## config.mk

```make
export PLATFORM = sky130hd
export DESIGN_NAME = pmw_top
export DESIGN_NICKNAME = d
export VERILOG_FILES = /design/src/verilog/pmw_pkg.sv /design/src/verilog/pmw_edge.sv /design/src/verilog/pmw_top.sv
export SDC_FILE = /design/constraint.sdc
export NUM_CORES = 1
export LEC_CHECK = 0
export ABC_CLOCK_PERIOD_IN_PS = 2800
export BUFFER_PORTS_ARGS = -buffer_cell sky130_fd_sc_hd__buf_2
export CAP_MARGIN = 15
export CORE_MARGIN = 8
export CORE_UTILIZATION = 55
export CTS_CLUSTER_DIAMETER = 100
export DETAILED_ROUTE_END_ITERATION = 7
export PLACE_DENSITY = 0.87
export SYNTH_ARGS = -nofsm -noshare
export SYNTH_HDL_FRONTEND = slang
export SYNTH_SLANG_ARGS = --single-unit
```

## constraint.sdc

```tcl
create_clock -name clock -period 2.8 [get_ports clock]
set_clock_uncertainty 0.2 [all_clocks]
set_input_delay 0.14 -clock clock [delete_from_list [all_inputs] [get_ports clock]]
set_output_delay 0.14 -clock clock [all_outputs]
set_load 0.05 [all_outputs]
```

## src/verilog/pmw_pkg.sv

```systemverilog
//------------------------------------------------------------
// power mode and wakeup control package
//------------------------------------------------------------
// Summary of operation
// - sleep in active with software standby set enters standby or watch mode
// - sleep in subactive with software standby set enters watch mode, or active on a direct transition
// - standby clear: active sleeps to sleep mode (subactive on a direct transition), subactive to subsleep
// - noise sample rate select: 0 gives osc/16, 1 gives osc/4
// - direct transition from subactive to active high or medium speed
// - edge select bits: 0 falling, 1 rising; shared inputs follow
// - interrupt enables pass timer A and direct-transition flags to cpu
// - timer A flag sets when the 8-bit counter wraps to zero
// - request flags clear only by written 0; writing 1 does nothing
// - direct-transition flag sets when a direct transition really occurs
// - wakeup flag sets on falling edge of a pin enabled for wakeup
// - wakeup flags reset to zero and clear only by written 0
// - serial interface standby bit: 0 holds standby, 1 releases
// - watchdog standby bit: 0 holds standby, 1 releases
// - event counter standby bit: 0 holds standby, 1 releases
package pmw_pkg;

  // register byte offsets on the apb slave
  localparam logic [7:0] PMW_OFF_CTL1 = 8'h00; // standby, low speed, timer a clk
  localparam logic [7:0] PMW_OFF_CTL2 = 8'h04; // system_control_two
  localparam logic [7:0] PMW_OFF_EDGE = 8'h08; // irq edge selects
  localparam logic [7:0] PMW_OFF_IEN = 8'h0c; // interrupt enables
  localparam logic [7:0] PMW_OFF_IRR = 8'h10; // request flags
  localparam logic [7:0] PMW_OFF_WKF = 8'h14; // wakeup_request_flags
  localparam logic [7:0] PMW_OFF_WKEN = 8'h18; // wakeup pin selects
  localparam logic [7:0] PMW_OFF_MSTB = 8'h1c; // module standby controls
  localparam logic [7:0] PMW_OFF_MODE = 8'h20; // current mode, read only
  localparam logic [7:0] PMW_OFF_STAT = 8'h24; // interrupt status, read only
  localparam logic [7:0] PMW_OFF_ICLR = 8'h28; // interrupt clear, write only
  localparam logic [7:0] PMW_OFF_IMSK = 8'h2c; // interrupt mask

  // control one fields
  localparam int PMW_C1_SOFTWARE_STANDBY = 0;
  localparam int PMW_C1_LOW_SPEED_ON = 1;
  localparam int PMW_C1_TMA = 2;
  // control two fields
  localparam int PMW_C2_NSEL = 4;
  localparam int PMW_C2_DIRECT_TRANSITION_ON = 3;
  localparam int PMW_C2_MEDIUM_SPEED_ON = 2;
  localparam logic [7:0] PMW_CTL2_RST = 8'hf0;
  localparam logic [7:0] PMW_CTL2_RO = 8'he0; // upper bits read as one
  // request flag fields
  localparam int PMW_IRR_TA = 0;
  localparam int PMW_IRR_DT = 1;
  // module standby fields
  localparam int PMW_MS_SCI = 0;
  localparam int PMW_MS_WDT = 1;
  localparam int PMW_MS_AEC = 2;

  // noise sampler dividers
  localparam int PMW_NDIV_SLOW = 16;
  localparam int PMW_NDIV_FAST = 4;

  localparam int PMW_NIRQ = 4;
  localparam int PMW_NWKP = 8;
  localparam int PMW_NEVT = 14; // 2 request + 4 irq + 8 wakeup

  typedef enum {
    PMW_ACTIVE, PMW_ACTIVE_MED, PMW_SLEEP, PMW_SUBACTIVE, PMW_SUBSLEEP,
    PMW_STANDBY, PMW_WATCH
  } pmw_mode_t;

  typedef struct packed {
    logic [2:0] mode;
    logic [7:0] ctl1;
    logic [7:0] ctl2;
  } pmw_ctl_t;

endpackage

```

## src/verilog/pmw_edge.sv

```systemverilog
`timescale 1ns/1ps
// synchroniser plus selectable edge detector, one per pin
module pmw_edge
  import pmw_pkg::*;
#(
  parameter int WIDTH = 8
) (
  input wire logic clock,
  input wire logic rst,
  input wire logic [WIDTH-1:0] pin,
  input wire logic [WIDTH-1:0] rise_sel,
  input wire logic sample_en,
  output logic [WIDTH-1:0] edge_pulse
);
  logic [WIDTH-1:0] meta_q;
  logic [WIDTH-1:0] sync_q;
  logic [WIDTH-1:0] last_q;

  //------------------------------------------------------------
  // per-pin logic
  //------------------------------------------------------------
  genvar g;
  generate
    for (g = 0; g < WIDTH; g++) begin : g_pin
      // two flops first; the meta stage feeds only the sync stage
      always_ff @(posedge clock) begin
        if (rst) begin
          meta_q[g] <= 1'b1;
          sync_q[g] <= 1'b1;
        end else begin
          meta_q[g] <= pin[g];
          sync_q[g] <= meta_q[g];
        end
      end
      // last sample moves only on the noise clock, so a glitch shorter
      // than one sample period is still caught if a sample strobe lands inside it
      always_ff @(posedge clock) begin
        if (rst) begin
          last_q[g] <= 1'b1;
          edge_pulse[g] <= 1'b0;
        end else begin
          edge_pulse[g] <= 1'b0;
          if (sample_en) begin
            last_q[g] <= sync_q[g];
            edge_pulse[g] <= rise_sel[g] ? (sync_q[g] & ~last_q[g])
                                         : (~sync_q[g] & last_q[g]);
          end
        end
      end
    end
  endgenerate
endmodule

```

## src/verilog/pmw_top.sv

```systemverilog
// Implementation choices: the APB interface to the registers and the placing of the registers.
`timescale 1ns/1ps
// power mode transition control, wakeup flags and apb register file
module pmw_top
  import pmw_pkg::*;
(
  input wire logic clock,
  input wire logic rst,
  input wire logic psel,
  input wire logic penable,
  input wire logic pwrite,
  input wire logic [7:0] paddr,
  input wire logic [31:0] pwdata,
  output logic [31:0] prdata,
  output logic pready,
  output logic pslverr,
  input wire logic sleep_exec,
  input wire logic timer_a_overflow,
  input wire logic [3:0] irq_pin,
  input wire logic timer_c_event_input,
  input wire logic timer_f_event_input,
  input wire logic converter_trigger_input,
  input wire logic [7:0] wakeup_pin,
  output logic [2:0] power_mode,
  output logic direct_transition_done,
  output logic timer_a_irq,
  output logic direct_transition_irq,
  output logic [3:0] irq_edge_event,
  output logic noise_sample_en,
  output logic serial_interface_one_standby,
  output logic watchdog_module_standby,
  output logic event_counter_standby,
  output logic irq
);

  //------------------------------------------------------------
  // registers
  //------------------------------------------------------------
  logic [7:0] ctl1_q;
  logic [7:0] ctl2_q;
  logic [3:0] edge_q;
  logic [1:0] ien_q;
  logic [1:0] irr_q;
  logic [7:0] wkf_q;
  logic [7:0] wken_q;
  logic [2:0] mstb_q;
  logic [PMW_NEVT-1:0] stat_q;
  logic [PMW_NEVT-1:0] imsk_q;
  pmw_mode_t mode_q;
  pmw_mode_t mode_d;
  logic dt_d;
  logic [3:0] ndiv_q;
  logic [3:0] irq_ev;
  logic [7:0] wk_ev;
  pmw_ctl_t view;

  logic wr;
  logic rd_ok;
  logic [31:0] wd;
  assign wr = psel & penable & pwrite & pready;
  assign wd = pwdata;
  assign view = '{mode: 3'(mode_q), ctl1: ctl1_q, ctl2: ctl2_q};

  //------------------------------------------------------------
  // apb handshake
  //------------------------------------------------------------
  // one wait state: pready rises in the second access cycle
  always_ff @(posedge clock) begin
    if (rst) begin
      pready <= 1'b0;
    end else begin
      pready <= psel & penable & ~pready;
    end
  end

  // unmapped offsets answer with pslverr and read zero
  always_comb begin
    rd_ok = 1'b1;
    case (paddr)
      PMW_OFF_CTL1, PMW_OFF_CTL2, PMW_OFF_EDGE, PMW_OFF_IEN, PMW_OFF_IRR,
      PMW_OFF_WKF, PMW_OFF_WKEN, PMW_OFF_MSTB, PMW_OFF_MODE, PMW_OFF_STAT,
      PMW_OFF_ICLR, PMW_OFF_IMSK: rd_ok = 1'b1;
      default: rd_ok = 1'b0;
    endcase
  end

  // read data registered with the ready pulse
  always_ff @(posedge clock) begin
    if (rst) begin
      prdata <= 32'h0;
      pslverr <= 1'b0;
    end else begin
      pslverr <= psel & penable & ~pready & ~rd_ok;
      prdata <= 32'h0;
      if (psel & penable & ~pready & ~pwrite) begin
        case (paddr)
          PMW_OFF_CTL1: prdata <= {24'h0, view.ctl1};
          PMW_OFF_CTL2: prdata <= {24'h0, view.ctl2 | PMW_CTL2_RO};
          PMW_OFF_EDGE: prdata <= {28'h0, edge_q};
          PMW_OFF_IEN: prdata <= {30'h0, ien_q};
          PMW_OFF_IRR: prdata <= {30'h0, irr_q};
          PMW_OFF_WKF: prdata <= {24'h0, wkf_q};
          PMW_OFF_WKEN: prdata <= {24'h0, wken_q};
          PMW_OFF_MSTB: prdata <= {29'h0, mstb_q};
          PMW_OFF_MODE: prdata <= {29'h0, view.mode};
          PMW_OFF_STAT: prdata <= {18'h0, stat_q};
          PMW_OFF_IMSK: prdata <= {18'h0, imsk_q};
          default: prdata <= 32'h0;
        endcase
      end
    end
  end

  //------------------------------------------------------------
  // plain control registers
  //------------------------------------------------------------
  always_ff @(posedge clock) begin
    if (rst) begin
      ctl1_q <= 8'h0;
      ctl2_q <= PMW_CTL2_RST;
      edge_q <= 4'h0;
      ien_q <= 2'h0;
      wken_q <= 8'h0;
      mstb_q <= 3'h0;
      imsk_q <= '0;
    end else if (wr) begin
      case (paddr)
        PMW_OFF_CTL1: ctl1_q <= wd[7:0];
        PMW_OFF_CTL2: ctl2_q <= wd[7:0] | PMW_CTL2_RO;
        PMW_OFF_EDGE: edge_q <= wd[3:0];
        PMW_OFF_IEN: ien_q <= wd[1:0];
        PMW_OFF_WKEN: wken_q <= wd[7:0];
        PMW_OFF_MSTB: mstb_q <= wd[2:0];
        PMW_OFF_IMSK: imsk_q <= wd[PMW_NEVT-1:0];
        default: ;
      endcase
    end
  end

  //------------------------------------------------------------
  // sleep transition decision
  //------------------------------------------------------------
  always_comb begin
    mode_d = mode_q;
    dt_d = 1'b0;
    if (sleep_exec) begin
      case (mode_q)
        PMW_ACTIVE, PMW_ACTIVE_MED: begin
          // direct drop to subactive skips the sleep mode round trip
          if (ctl2_q[PMW_C2_DIRECT_TRANSITION_ON] && !ctl1_q[PMW_C1_SOFTWARE_STANDBY] && ctl1_q[PMW_C1_TMA]
              && ctl1_q[PMW_C1_LOW_SPEED_ON]) begin
            mode_d = PMW_SUBACTIVE;
            dt_d = 1'b1;
          end else if (!ctl1_q[PMW_C1_SOFTWARE_STANDBY]) begin
            mode_d = PMW_SLEEP;
          end else if (ctl1_q[PMW_C1_TMA]) begin
            mode_d = PMW_WATCH;
          end else begin
            mode_d = PMW_STANDBY;
          end
        end
        PMW_SUBACTIVE: begin
          if (ctl2_q[PMW_C2_DIRECT_TRANSITION_ON] && ctl1_q[PMW_C1_SOFTWARE_STANDBY] && ctl1_q[PMW_C1_TMA]
              && !ctl1_q[PMW_C1_LOW_SPEED_ON]) begin
            mode_d = ctl2_q[PMW_C2_MEDIUM_SPEED_ON] ? PMW_ACTIVE_MED : PMW_ACTIVE;
            dt_d = 1'b1;
          end else if (ctl1_q[PMW_C1_SOFTWARE_STANDBY]) begin
            mode_d = PMW_WATCH;
          end else begin
            mode_d = PMW_SUBSLEEP;
          end
        end
        default: mode_d = mode_q;
      endcase
    end else begin
      // any wakeup event returns a low power mode to its running mode
      case (mode_q)
        PMW_SLEEP, PMW_STANDBY: begin
          if (|wk_ev || |irq_ev) begin
            mode_d = ctl2_q[PMW_C2_MEDIUM_SPEED_ON] ? PMW_ACTIVE_MED : PMW_ACTIVE;
          end
        end
        PMW_SUBSLEEP, PMW_WATCH: begin
          if (|wk_ev || |irq_ev) begin
            mode_d = ctl1_q[PMW_C1_LOW_SPEED_ON] ? PMW_SUBACTIVE : PMW_ACTIVE;
          end
        end
        default: mode_d = mode_q;
      endcase
    end
  end

  always_ff @(posedge clock) begin
    if (rst) begin
      mode_q <= PMW_ACTIVE;
      direct_transition_done <= 1'b0;
    end else begin
      mode_q <= mode_d;
      direct_transition_done <= dt_d;
    end
  end

  //------------------------------------------------------------
  // noise sampler divider
  //------------------------------------------------------------
  // the divider restarts at the shorter period so a select change
  // takes effect within one sample
  always_ff @(posedge clock) begin
    if (rst) begin
      ndiv_q <= 4'h0;
      noise_sample_en <= 1'b0;
    end else begin
      if (ctl2_q[PMW_C2_NSEL]) begin
        ndiv_q <= (ndiv_q >= 4'(PMW_NDIV_FAST - 1)) ? 4'h0 : ndiv_q + 4'h1;
        noise_sample_en <= (ndiv_q >= 4'(PMW_NDIV_FAST - 1));
      end else begin
        ndiv_q <= (ndiv_q == 4'(PMW_NDIV_SLOW - 1)) ? 4'h0 : ndiv_q + 4'h1;
        noise_sample_en <= (ndiv_q == 4'(PMW_NDIV_SLOW - 1));
      end
    end
  end

  //------------------------------------------------------------
  // pin edge detectors
  //------------------------------------------------------------
  // irq1 and irq3 share their pin with timer c / f, irq4 with the trigger
  pmw_edge #(.WIDTH(PMW_NIRQ)) u_irq_edge (
    .clock(clock),
    .rst(rst),
    .pin({converter_trigger_input & irq_pin[3], timer_f_event_input & irq_pin[2],
          irq_pin[1], timer_c_event_input & irq_pin[0]}),
    .rise_sel(edge_q),
    .sample_en(noise_sample_en),
    .edge_pulse(irq_ev)
  );

  pmw_edge #(.WIDTH(PMW_NWKP)) u_wk_edge (
    .clock(clock),
    .rst(rst),
    .pin(wakeup_pin),
    .rise_sel(8'h00),
    .sample_en(noise_sample_en),
    .edge_pulse(wk_ev)
  );

  //------------------------------------------------------------
  // request flags: set wins over a same-cycle written 0
  //------------------------------------------------------------
  always_ff @(posedge clock) begin
    if (rst) begin
      irr_q <= 2'h0;
    end else begin
      if (wr && paddr == PMW_OFF_IRR) begin
        irr_q <= irr_q & wd[1:0];
      end
      if (timer_a_overflow) begin
        irr_q[PMW_IRR_TA] <= 1'b1;
      end
      if (dt_d) begin
        irr_q[PMW_IRR_DT] <= 1'b1;
      end
    end
  end

  always_ff @(posedge clock) begin
    if (rst) begin
      wkf_q <= 8'h0;
    end else begin
      wkf_q <= ((wr && paddr == PMW_OFF_WKF) ? (wkf_q & wd[7:0]) : wkf_q)
               | (wk_ev & wken_q);
    end
  end

  //------------------------------------------------------------
  // outputs and sticky interrupt status
  //------------------------------------------------------------
  always_ff @(posedge clock) begin
    if (rst) begin
      timer_a_irq <= 1'b0;
      direct_transition_irq <= 1'b0;
      irq_edge_event <= 4'h0;
      power_mode <= 3'h0;
      serial_interface_one_standby <= 1'b1;
      watchdog_module_standby <= 1'b1;
      event_counter_standby <= 1'b1;
    end else begin
      timer_a_irq <= irr_q[PMW_IRR_TA] & ien_q[PMW_IRR_TA];
      direct_transition_irq <= irr_q[PMW_IRR_DT] & ien_q[PMW_IRR_DT];
      irq_edge_event <= irq_ev;
      power_mode <= 3'(mode_q);
      serial_interface_one_standby <= ~mstb_q[PMW_MS_SCI];
      watchdog_module_standby <= ~mstb_q[PMW_MS_WDT];
      event_counter_standby <= ~mstb_q[PMW_MS_AEC];
    end
  end

  // status bit order: wakeup[13:6], irq edges[5:2], dt, timer a
  always_ff @(posedge clock) begin
    if (rst) begin
      stat_q <= '0;
      irq <= 1'b0;
    end else begin
      stat_q <= ((wr && paddr == PMW_OFF_ICLR) ? (stat_q & ~wd[PMW_NEVT-1:0]) : stat_q)
                | {wk_ev & wken_q, irq_ev, dt_d, timer_a_overflow};
      irq <= |(stat_q & imsk_q);
    end
  end

endmodule

```

## Word-level counts from Yosys, hierarchy flattened

Index checks and enable logic that the tools add are counted.

- Logic and storage cells: 221
- Output and inout port bits: 49
- Bits of input ports: 62
- Register bits: 201

- Bitwise logic cells: 59
- Reductions and logical operators: 34
- Eq/ne operators: 21
- $lt $le $gt $ge: 1
- Muxes and demuxes: 31
- Add/sub/neg operators: 1

Operators with widths:

| kind | number |
|---|---|
| one-hot mux 14 bit (11 select lines) | 1 |
| one-hot mux 32 bit (2 select lines) | 2 |
| equality test 32 x 3 -> 1 bit (second input constant) | 3 |
| 2-to-1 mux 32 bit | 3 |
| equality test 32 x 2 -> 1 bit (second input constant) | 2 |
| equality test 32 x 1 -> 1 bit (second input constant) | 1 |
| equality test 8 x 5 -> 1 bit (second input constant) | 4 |
| equality test 8 x 6 -> 1 bit (second input constant) | 4 |
| zero test 32 bit | 1 |
| AND 14 bit | 2 |
| AND 1 bit | 27 |
| inverter 1 bit | 24 |
| AND 8 bit | 2 |
| equality test 8 x 4 -> 1 bit (second input constant) | 2 |
| 2-to-1 mux 14 bit | 1 |
| inverter 14 bit | 1 |
| bitwise OR 14 bit | 1 |
| AND reduction 2 bit | 7 |
| OR reduction 14 bit | 1 |
| 2-to-1 mux 1 bit | 12 |
| 2-to-1 mux 4 bit | 3 |
| OR reduction 12 bit | 1 |
| OR reduction 2 bit | 5 |
| logical AND 1 bit | 9 |
| 20 further kinds | 28 |

## Depth between registers and ports, before layout

Gate-level depths: netlist of run 1.

- Depth in word-level cells: 8
- Gate-level depth with buffers: 8
- Depth with buffers taken out: 4

## Modules after synthesis

From an unflattened synthesis of run 1, not the netlist that was laid out.

- Cell total of the unflattened synthesis: 684
- Area, all modules: 6399.9 um2

Modules (own cells, without submodules):

| module | cells an instance | area an instance (um2) | instances |
|---|---|---|---|
| pmw_top | 545 | 4804.6 | 1 |
| pmw_edge at u_wk_edge | 93 | 1069.8 | 1 |
| pmw_edge at u_irq_edge | 46 | 525.5 | 1 |

## Worst setup path after synthesis of run 1

No wires, ideal clock.

- Kind: register to register
- Start point: register pready
- End point: register ctl2_q[4]
- Arrival: 1.828 ns
- Library setup time: 0.130 ns
- Data required time: 2.470 ns
- Stages on the path, launching flop included: 7
- Slack: 0.642 ns
- Cell sequence: dfxtp_1 -> and4_1 -> clkbuf_1 -> buf_2 -> nand3_1 -> mux2i_1 -> nand2_1

- Cells in the longest elaborated chain, start to end: 2

RTL lines:

| element | line | text |
|---|---|---|
| start: declaration | pmw_top.sv:15 | `output logic pready,` |
| start signal: assignment | pmw_top.sv:72 | `pready <= psel & penable & ~pready;` |
| AND 1 bit | pmw_top.sv:60 | `assign wr = psel & penable & pwrite & pready;` |
| AND reduction 2 bit (no source line) | n/a |  |
| end signal: assignment | pmw_top.sv:129 | `PMW_OFF_CTL2: ctl2_q <= wd[7:0] \| PMW_CTL2_RO;` |
| end: declaration | pmw_top.sv:40 | `logic [7:0] ctl2_q;` |

No other way between the ends.
A chain may end at the register's enable or synchronous reset.

## Worst setup path after layout of run 1

- Start point: input port paddr[1]
- End point: register pslverr

- Cells in the longest elaborated chain, start to end: 5
- Elaborated cells on any way between the ends: 16

RTL lines:

| element | line | text |
|---|---|---|
| start: declaration | pmw_top.sv:12 | `input wire logic [7:0] paddr,` |
| equality test 8 x 5 -> 1 bit, or another cell as far along | pmw_top.sv:79 | `case (paddr)` |
| OR reduction 12 bit * | pmw_top.sv:79 |  |
| 2-to-1 mux 1 bit * | pmw_top.sv:79 |  |
| inverter 1 bit * | pmw_top.sv:93 | `pslverr <= psel & penable & ~pready & ~rd_ok;` |
| AND 1 bit * | pmw_top.sv:93 |  |
| end signal: assignment | pmw_top.sv:93 |  |
| end: declaration | pmw_top.sv:16 | `output logic pslverr,` |

Mark *: on every way between the ends. The rest lies on a longest branch, timed or not.

==> qor.txt, run 1 <==
status -> finished clean
Util after Layout -> 0.6935
Core Area -> 0.01089 mm^2
CTS tree -> built
final hold vios -> 0
H-Tree Depth -> 4
Hold Path End -> prdata[5]
top post-synthesis cells by area -> dfxtp_1 (50%), mux2i_1 (7.6%), nand2_1 (4.3%)
Pleak -> 0.003138 uW
drt pass-1 iters -> 7
fillers -> 811
Final Max Tran Viols -> 0
Ant. Diodes -> 0
crit path capture type -> register
clk sinks -> 154
post-synth top area cell -> dfxtp_1
DR vias/cell -> 5.719
RR Startpoint -> pready
Ys Warns -> 0
# rows -> 38
Die Y -> 121.9 um
DRT Wirelength -> 16,570 um
Final ANT Viol Nets -> 0
CP Data Arrival Time -> 2680 ps
area delta synth->final -> 22.41%
met3 Track Usage GR -> 0.06988
DRC viols -> 0
FMAX -> 405.6 MHz
final worst-path cycle share -> 0.8804
syn avg cell area -> 9.475 um^2
Power Density -> 619.2 mW/mm^2
vias in the first global route -> 5,319
initial antenna violation count -> 0
placed insts -> 835
initial core utilization -> 0.5665
clk_lat worst skew -> 530 ps
gpl congestion -> 0.9436
die area -> 0.01486 mm^2
worst-path maximum fanout -> 8
pin count of the biggest net entering global routing -> 53
R2R depth -> 4
crit path time final -> 2465 ps
count leader, synth -> dfxtp_1
Worst Hold Depth -> 6
register bit total from synthesis -> 154
Post-synth top cells -> dfxtp_1 (154), nand2_1 (70), nor2_1 (51)
final setup vio count -> 0
post-CTS sizing -> 0
Die W -> 121.9 um
first-pass GRT wire length -> 26,720 um
non-filler cells in the finished layout -> 911
DR vias -> 5,210
met1 Usage GRT -> 0.2618
post-synth top area share -> 0.4998
kind of critical path -> input port to register
GR Overflow Total -> 0
slew of the pin with the lowest slew margin -> 784.2 ps
wire length per cell -> 18.19 um
Reg clk slew, reported paths -> 60 ps
layout cells sized above 1 -> 0.2114
TritonCTS Buffers -> 17
gr usage total -> 0.2292
fin area -> 0.007551 mm^2
Area after DPL -> 0.006549 mm^2
Worst Setup SP -> paddr[1]
RSZ-0062 raised after global routing -> false
port bufs -> 74
I/O pin cnt -> 111
NumNets Final -> 821
DP HPWL -> 11,240 um
Root Buffer -> clkbuf_8
synth unique cells -> 64
Worst setup SP type -> input port
grt peak-use layer -> met2
critical register-to-register path endpoint -> imsk_q[12]
CTS Buffer Depth -> 2
Worst Hold Launch -> penable
r2r setup slk -> 590 ps
class of the worst hold path -> input port to register
predominant post-synthesis flop cell -> dfxtp_1
FFs w/ async S/R, synth -> 0
Crit path required time -> 3020 ps
VDD IR max -> 0.5383 mV
Mapped Area -> 0.006168 mm^2
sequential area share after synthesis -> 0.4998
Max Cap Violations -> 0
Max-slew headroom -> 0.4728
grt met2 use -> 0.3847
Mapped Cells -> 651
TNS Setup -> 0 ps
Iter 0 DRT Violations -> 480
Post-synth EDFFs -> 0
==> how the worst max path moves through the flow <==
stage,endpoint,slack (ps),cells past startpoint
after floorplan,ctl2_q[4],640,6
after global placement,wkf_q[4],660,5
after detailed placement,wkf_q[0],600,5
after CTS,pslverr,410,6
after global routing,pslverr,270,6
final,pslverr,330,6
==> state kept, by name, indices dropped and copies added (netlist names), 4 cells and up <==
| register | flops |
|---|---|
| u_wk_edge.sync_q | 8 |
| ctl2_q | 5 |
| u_irq_edge.last_q | 4 |
| u_irq_edge.meta_q | 4 |
| prdata | 14 |
| stat_q | 14 |
| ctl1_q | 8 |
| wken_q | 8 |
| u_irq_edge.edge_pulse | 4 |
| wkf_q | 8 |
| u_wk_edge.meta_q | 8 |
| u_wk_edge.last_q | 8 |
| irq_edge_event | 4 |
| u_wk_edge.edge_pulse | 8 |
| ndiv_q | 4 |
| edge_q | 4 |
| imsk_q | 14 |
| u_irq_edge.sync_q | 4 |
==> kinds of logic (layout without fill, tap and decap cells) <==
family	count (synthesis)	after routing	synth area share
AO/OA/AOI/OAI	120	120	0.1250
XOR/XNOR	2	2	0.002840
adder cells (fa/ha/maj)	1	1	0.002028
buffers and inverters	72	175	0.05903
flip-flops	154	154	0.4998
multiplexers	56	56	0.09635
other	1	18	0.0006079
AND/OR/NAND/NOR	245	245	0.2144
==> what timing repair did <==
item                      in CTS  in global routing
hold endpoints to repair     112                  0
setup buffers                  0                  0
hold buffers                  44                  0
==> through the flow <==
step / setup slack (ps) / hold WS (ps) / power [uW]
2_1_floorplan: 642.4 / 9.564 / 2491
4_1_cts: 413.1 / 14.58 / 4698
3_5_place_dp: 600.7 / 126.2 / 2557
6_report: 334.8 / 54.27 / 4676
3_3_place_gp: 658.3 / 122.3 / 2546
5_1_grt: 271.1 / 82.69 / 4826
==> cells in the final DEF, fill, tap and decap left out, drive strengths merged, types with 4 or more instances in the layout <==
cell type	n
nor3	8
or2	22
dfxtp	154
a22oi	10
nand3	19
nand3b	8
mux2i	47
dlygate4sd3	44
a31oi	4
nor2b	11
a211oi	4
nand2	70
a221oi	4
a21oi	49
clkinv	5
nand2b	5
nor3b	8
nor2	51
a22o	4
clkbuf	20
o21ai	23
buf	85
nor4	7
inv	18
mux2	7
conb	18
nand4	11
a32oi	5
and3	5
==> power breakdown <==
group	total, uW	internal (uW)	switching, uW
logic	322	118	205
clock network	2110	1180	930
registers	2240	2220	18.3
==> worst max-delay path, cell delays in order <==
cell and delay [ps]:
dlygate4sd3_1 540, buf_2 200, nor4_1 530, dlygate4sd3_1 650, a21oi_1 70, dlygate4sd3_1 550
==> routing by layer <==
layer	part of all wire	vias to the layer above
met5	0	-
met4	0.025	0
met3	0.086	36
met2	0.49	228
met1	0.40	2474
li1	-	2472
==> cell type report <==
cell class | count | area, um^2 | area share
flip-flops and latches | 154 | 3083 | 0.4083
multi-input cells | 442 | 2785 | 0.3688
repair buffers | 129 | 893.4 | 0.1183
clock buffers | 20 | 455.4 | 0.06031
well taps | 140 | 175.2 | 0.02320
clock inverters | 12 | 106.4 | 0.01408
inverters | 14 | 52.55 | 0.006959
(Power assumes the default switching activity.)
==> run 2, diff against run 1 <==
--- a/config.mk
+++ b/config.mk
@@ -6,7 +6,7 @@
 export NUM_CORES = 1
 export LEC_CHECK = 0
 export ABC_CLOCK_PERIOD_IN_PS = 2800
-export BUFFER_PORTS_ARGS = -buffer_cell sky130_fd_sc_hd__buf_2
+export BUFFER_PORTS_ARGS = -buffer_cell sky130_fd_sc_hd__buf_4
 export CAP_MARGIN = 15
 export CORE_MARGIN = 8
 export CORE_UTILIZATION = 55
==> qor.txt, run 2 (synthesis results as in run 1) <==
first-pass GRT wire length -> 26,250 um (-1.7%)
crit path capture type -> register
TritonCTS Buffers -> 17 (unchanged)
Post-CTS Repair Setup Buffers -> 0 (unchanged)
Power Density -> 642.6 mW/mm^2 (+3.8%)
NumNets Final -> 827 (+0.73%)
met1 Usage GRT -> 0.2743 (+0.01257)
area delta synth->final -> 27.75%
class of the worst hold path -> input port to register
worst-path maximum fanout -> 8 (unchanged)
RSZ-0062 raised after global routing -> false
I/O pin cnt -> 111 (unchanged)
final setup vio count -> 0 (unchanged)
fillers -> 778 (-4.1%)
vias in the first global route -> 5,195 (-2.3%)
Die W -> 121.9 um (unchanged)
clk_lat worst skew -> 540 ps (about the same)
Max Cap Violations -> 0 (unchanged)
TNS Setup -> 0 ps (unchanged)
DP HPWL -> 10,980 um (-2.3%)
initial antenna violation count -> 0 (unchanged)
Final ANT Viol Nets -> 0 (unchanged)
drt pass-1 iters -> 5 (-2)
grt peak-use layer -> met2
Crit path required time -> 3030 ps (about the same)
final worst-path cycle share -> 0.8411 (-0.03938)
DR vias/cell -> 5.713 (-0.10%)
r2r setup slk -> 450 ps (-140 ps)
Worst setup SP type -> input port
Core Area -> 0.01089 mm^2 (unchanged)
wire length per cell -> 18.01 um (-0.98%)
clk sinks -> 154 (unchanged)
layout cells sized above 1 -> 0.2111 (-0.0003455)
VDD IR max -> 0.4691 mV (-13%)
initial core utilization -> 0.5665 (unchanged)
final hold vios -> 0 (unchanged)
Max-slew headroom -> 0.3269 (-0.1460)
Reg clk slew, reported paths -> 70 ps (about the same)
gr usage total -> 0.2242 (-0.004920)
Root Buffer -> clkbuf_8
met3 Track Usage GR -> 0.07219 (+0.002314)
top flop regs -> imsk_q: 14 flops, prdata: 14 flops, stat_q: 14 flops
crit path time final -> 2355 ps (-110.3 ps)
die area -> 0.01486 mm^2 (unchanged)
Final Max Tran Viols -> 0 (unchanged)
CP Data Arrival Time -> 2590 ps (-90 ps)
DRT Wirelength -> 16,510 um (-0.33%)
grt met2 use -> 0.3574 (-0.02733)
FMAX -> 424.6 MHz (+4.7%)
DRC viols -> 0 (unchanged)
Ant. Diodes -> 0 (unchanged)
final total power -> 5064 uW (+8.3%)
gpl congestion -> 0.9096 (-3.6%)
Pleak -> 0.003253 uW (+3.7%)
port bufs -> 74 (unchanged)
post-CTS sizing -> 0 (unchanged)
CTS Buffer Depth -> 2 (unchanged)
CTS tree -> built
pin count of the biggest net entering global routing -> 101 (+91%)
hold_buf cts -> 49 (+11%)
slew of the pin with the lowest slew margin -> 1010 ps (+225.5 ps)
commonest cells after routing, fill and taps aside -> dfxtp_1 (154), buf_4 (86), nand2_1 (70), nor2_1 (51)
R2R depth -> 5 (+1)
kind of critical path -> input port to register
GR Overflow Total -> 0 (unchanged)
DR vias -> 5,239 (+0.56%)
status -> finished clean
# rows -> 38 (unchanged)
Die Y -> 121.9 um (unchanged)
H-Tree Depth -> 4 (unchanged)
Worst Hold Depth -> 6 (unchanged)
Iter 0 DRT Violations -> 504 (+5.0%)
most common cell after layout, fill and taps aside -> dfxtp_1
run 2: path summary, 6_finish.rpt:
path,start,end
worst max-delay path,paddr[1],pslverr
worst min-delay path,penable,prdata[1]
worst max register to register,pready,irr_q[0]
worst min register to register,u_irq_edge.meta_q[3],u_irq_edge.sync_q[3]
run 2: worst max-delay path, cell delays in order:
cell and delay, ps:
dlygate4sd3_1 550, buf_4 180, nor4_1 480, dlygate4sd3_1 620, a21oi_1 60, dlygate4sd3_1 560
run 2: layer usage:
metal	share of wire	wire length, um
met1	0.41	6823
met2	0.47	7692
met3	0.091	1501
met4	0.030	495
met5	0	0
run 2: per-stage QoR:
stage / std cells / instance area [um^2] / setup WS [ps] / utilization / hold slack [ps]
floorplan: 668 / 6232 / 642.4 / - / 9.564
global placement: 836 / 6741 / 707.7 / 0.6192 / 124.2
detailed placement: 836 / 6741 / 614.1 / 0.6192 / 126.8
CTS: 917 / 7880 / 492.1 / 0.7237 / 15.25
global route: 917 / 7880 / 266.8 / 0.7237 / 80.63
finish: 917 / 7880 / 445.1 / 0.7237 / 37.10
run 2: where the power goes:
part           internal, uW  switching [uW]  total [uW]
logic                   140             206         345
registers              2220            17.2        2240
clock network          1570             913        2480
total                  3930            1140        5060
run 2: final cells by class:
cell class,instances,area (um^2),share of cell area
sequential,154,3083,0.3912
multi-input combinational,442,2785,0.3534
timing repair buffer,135,1136,0.1442
clock buffer,18,427.9,0.05430
clock inverter,14,220.2,0.02795
tap,140,175.2,0.02223
inverter,14,52.55,0.006669
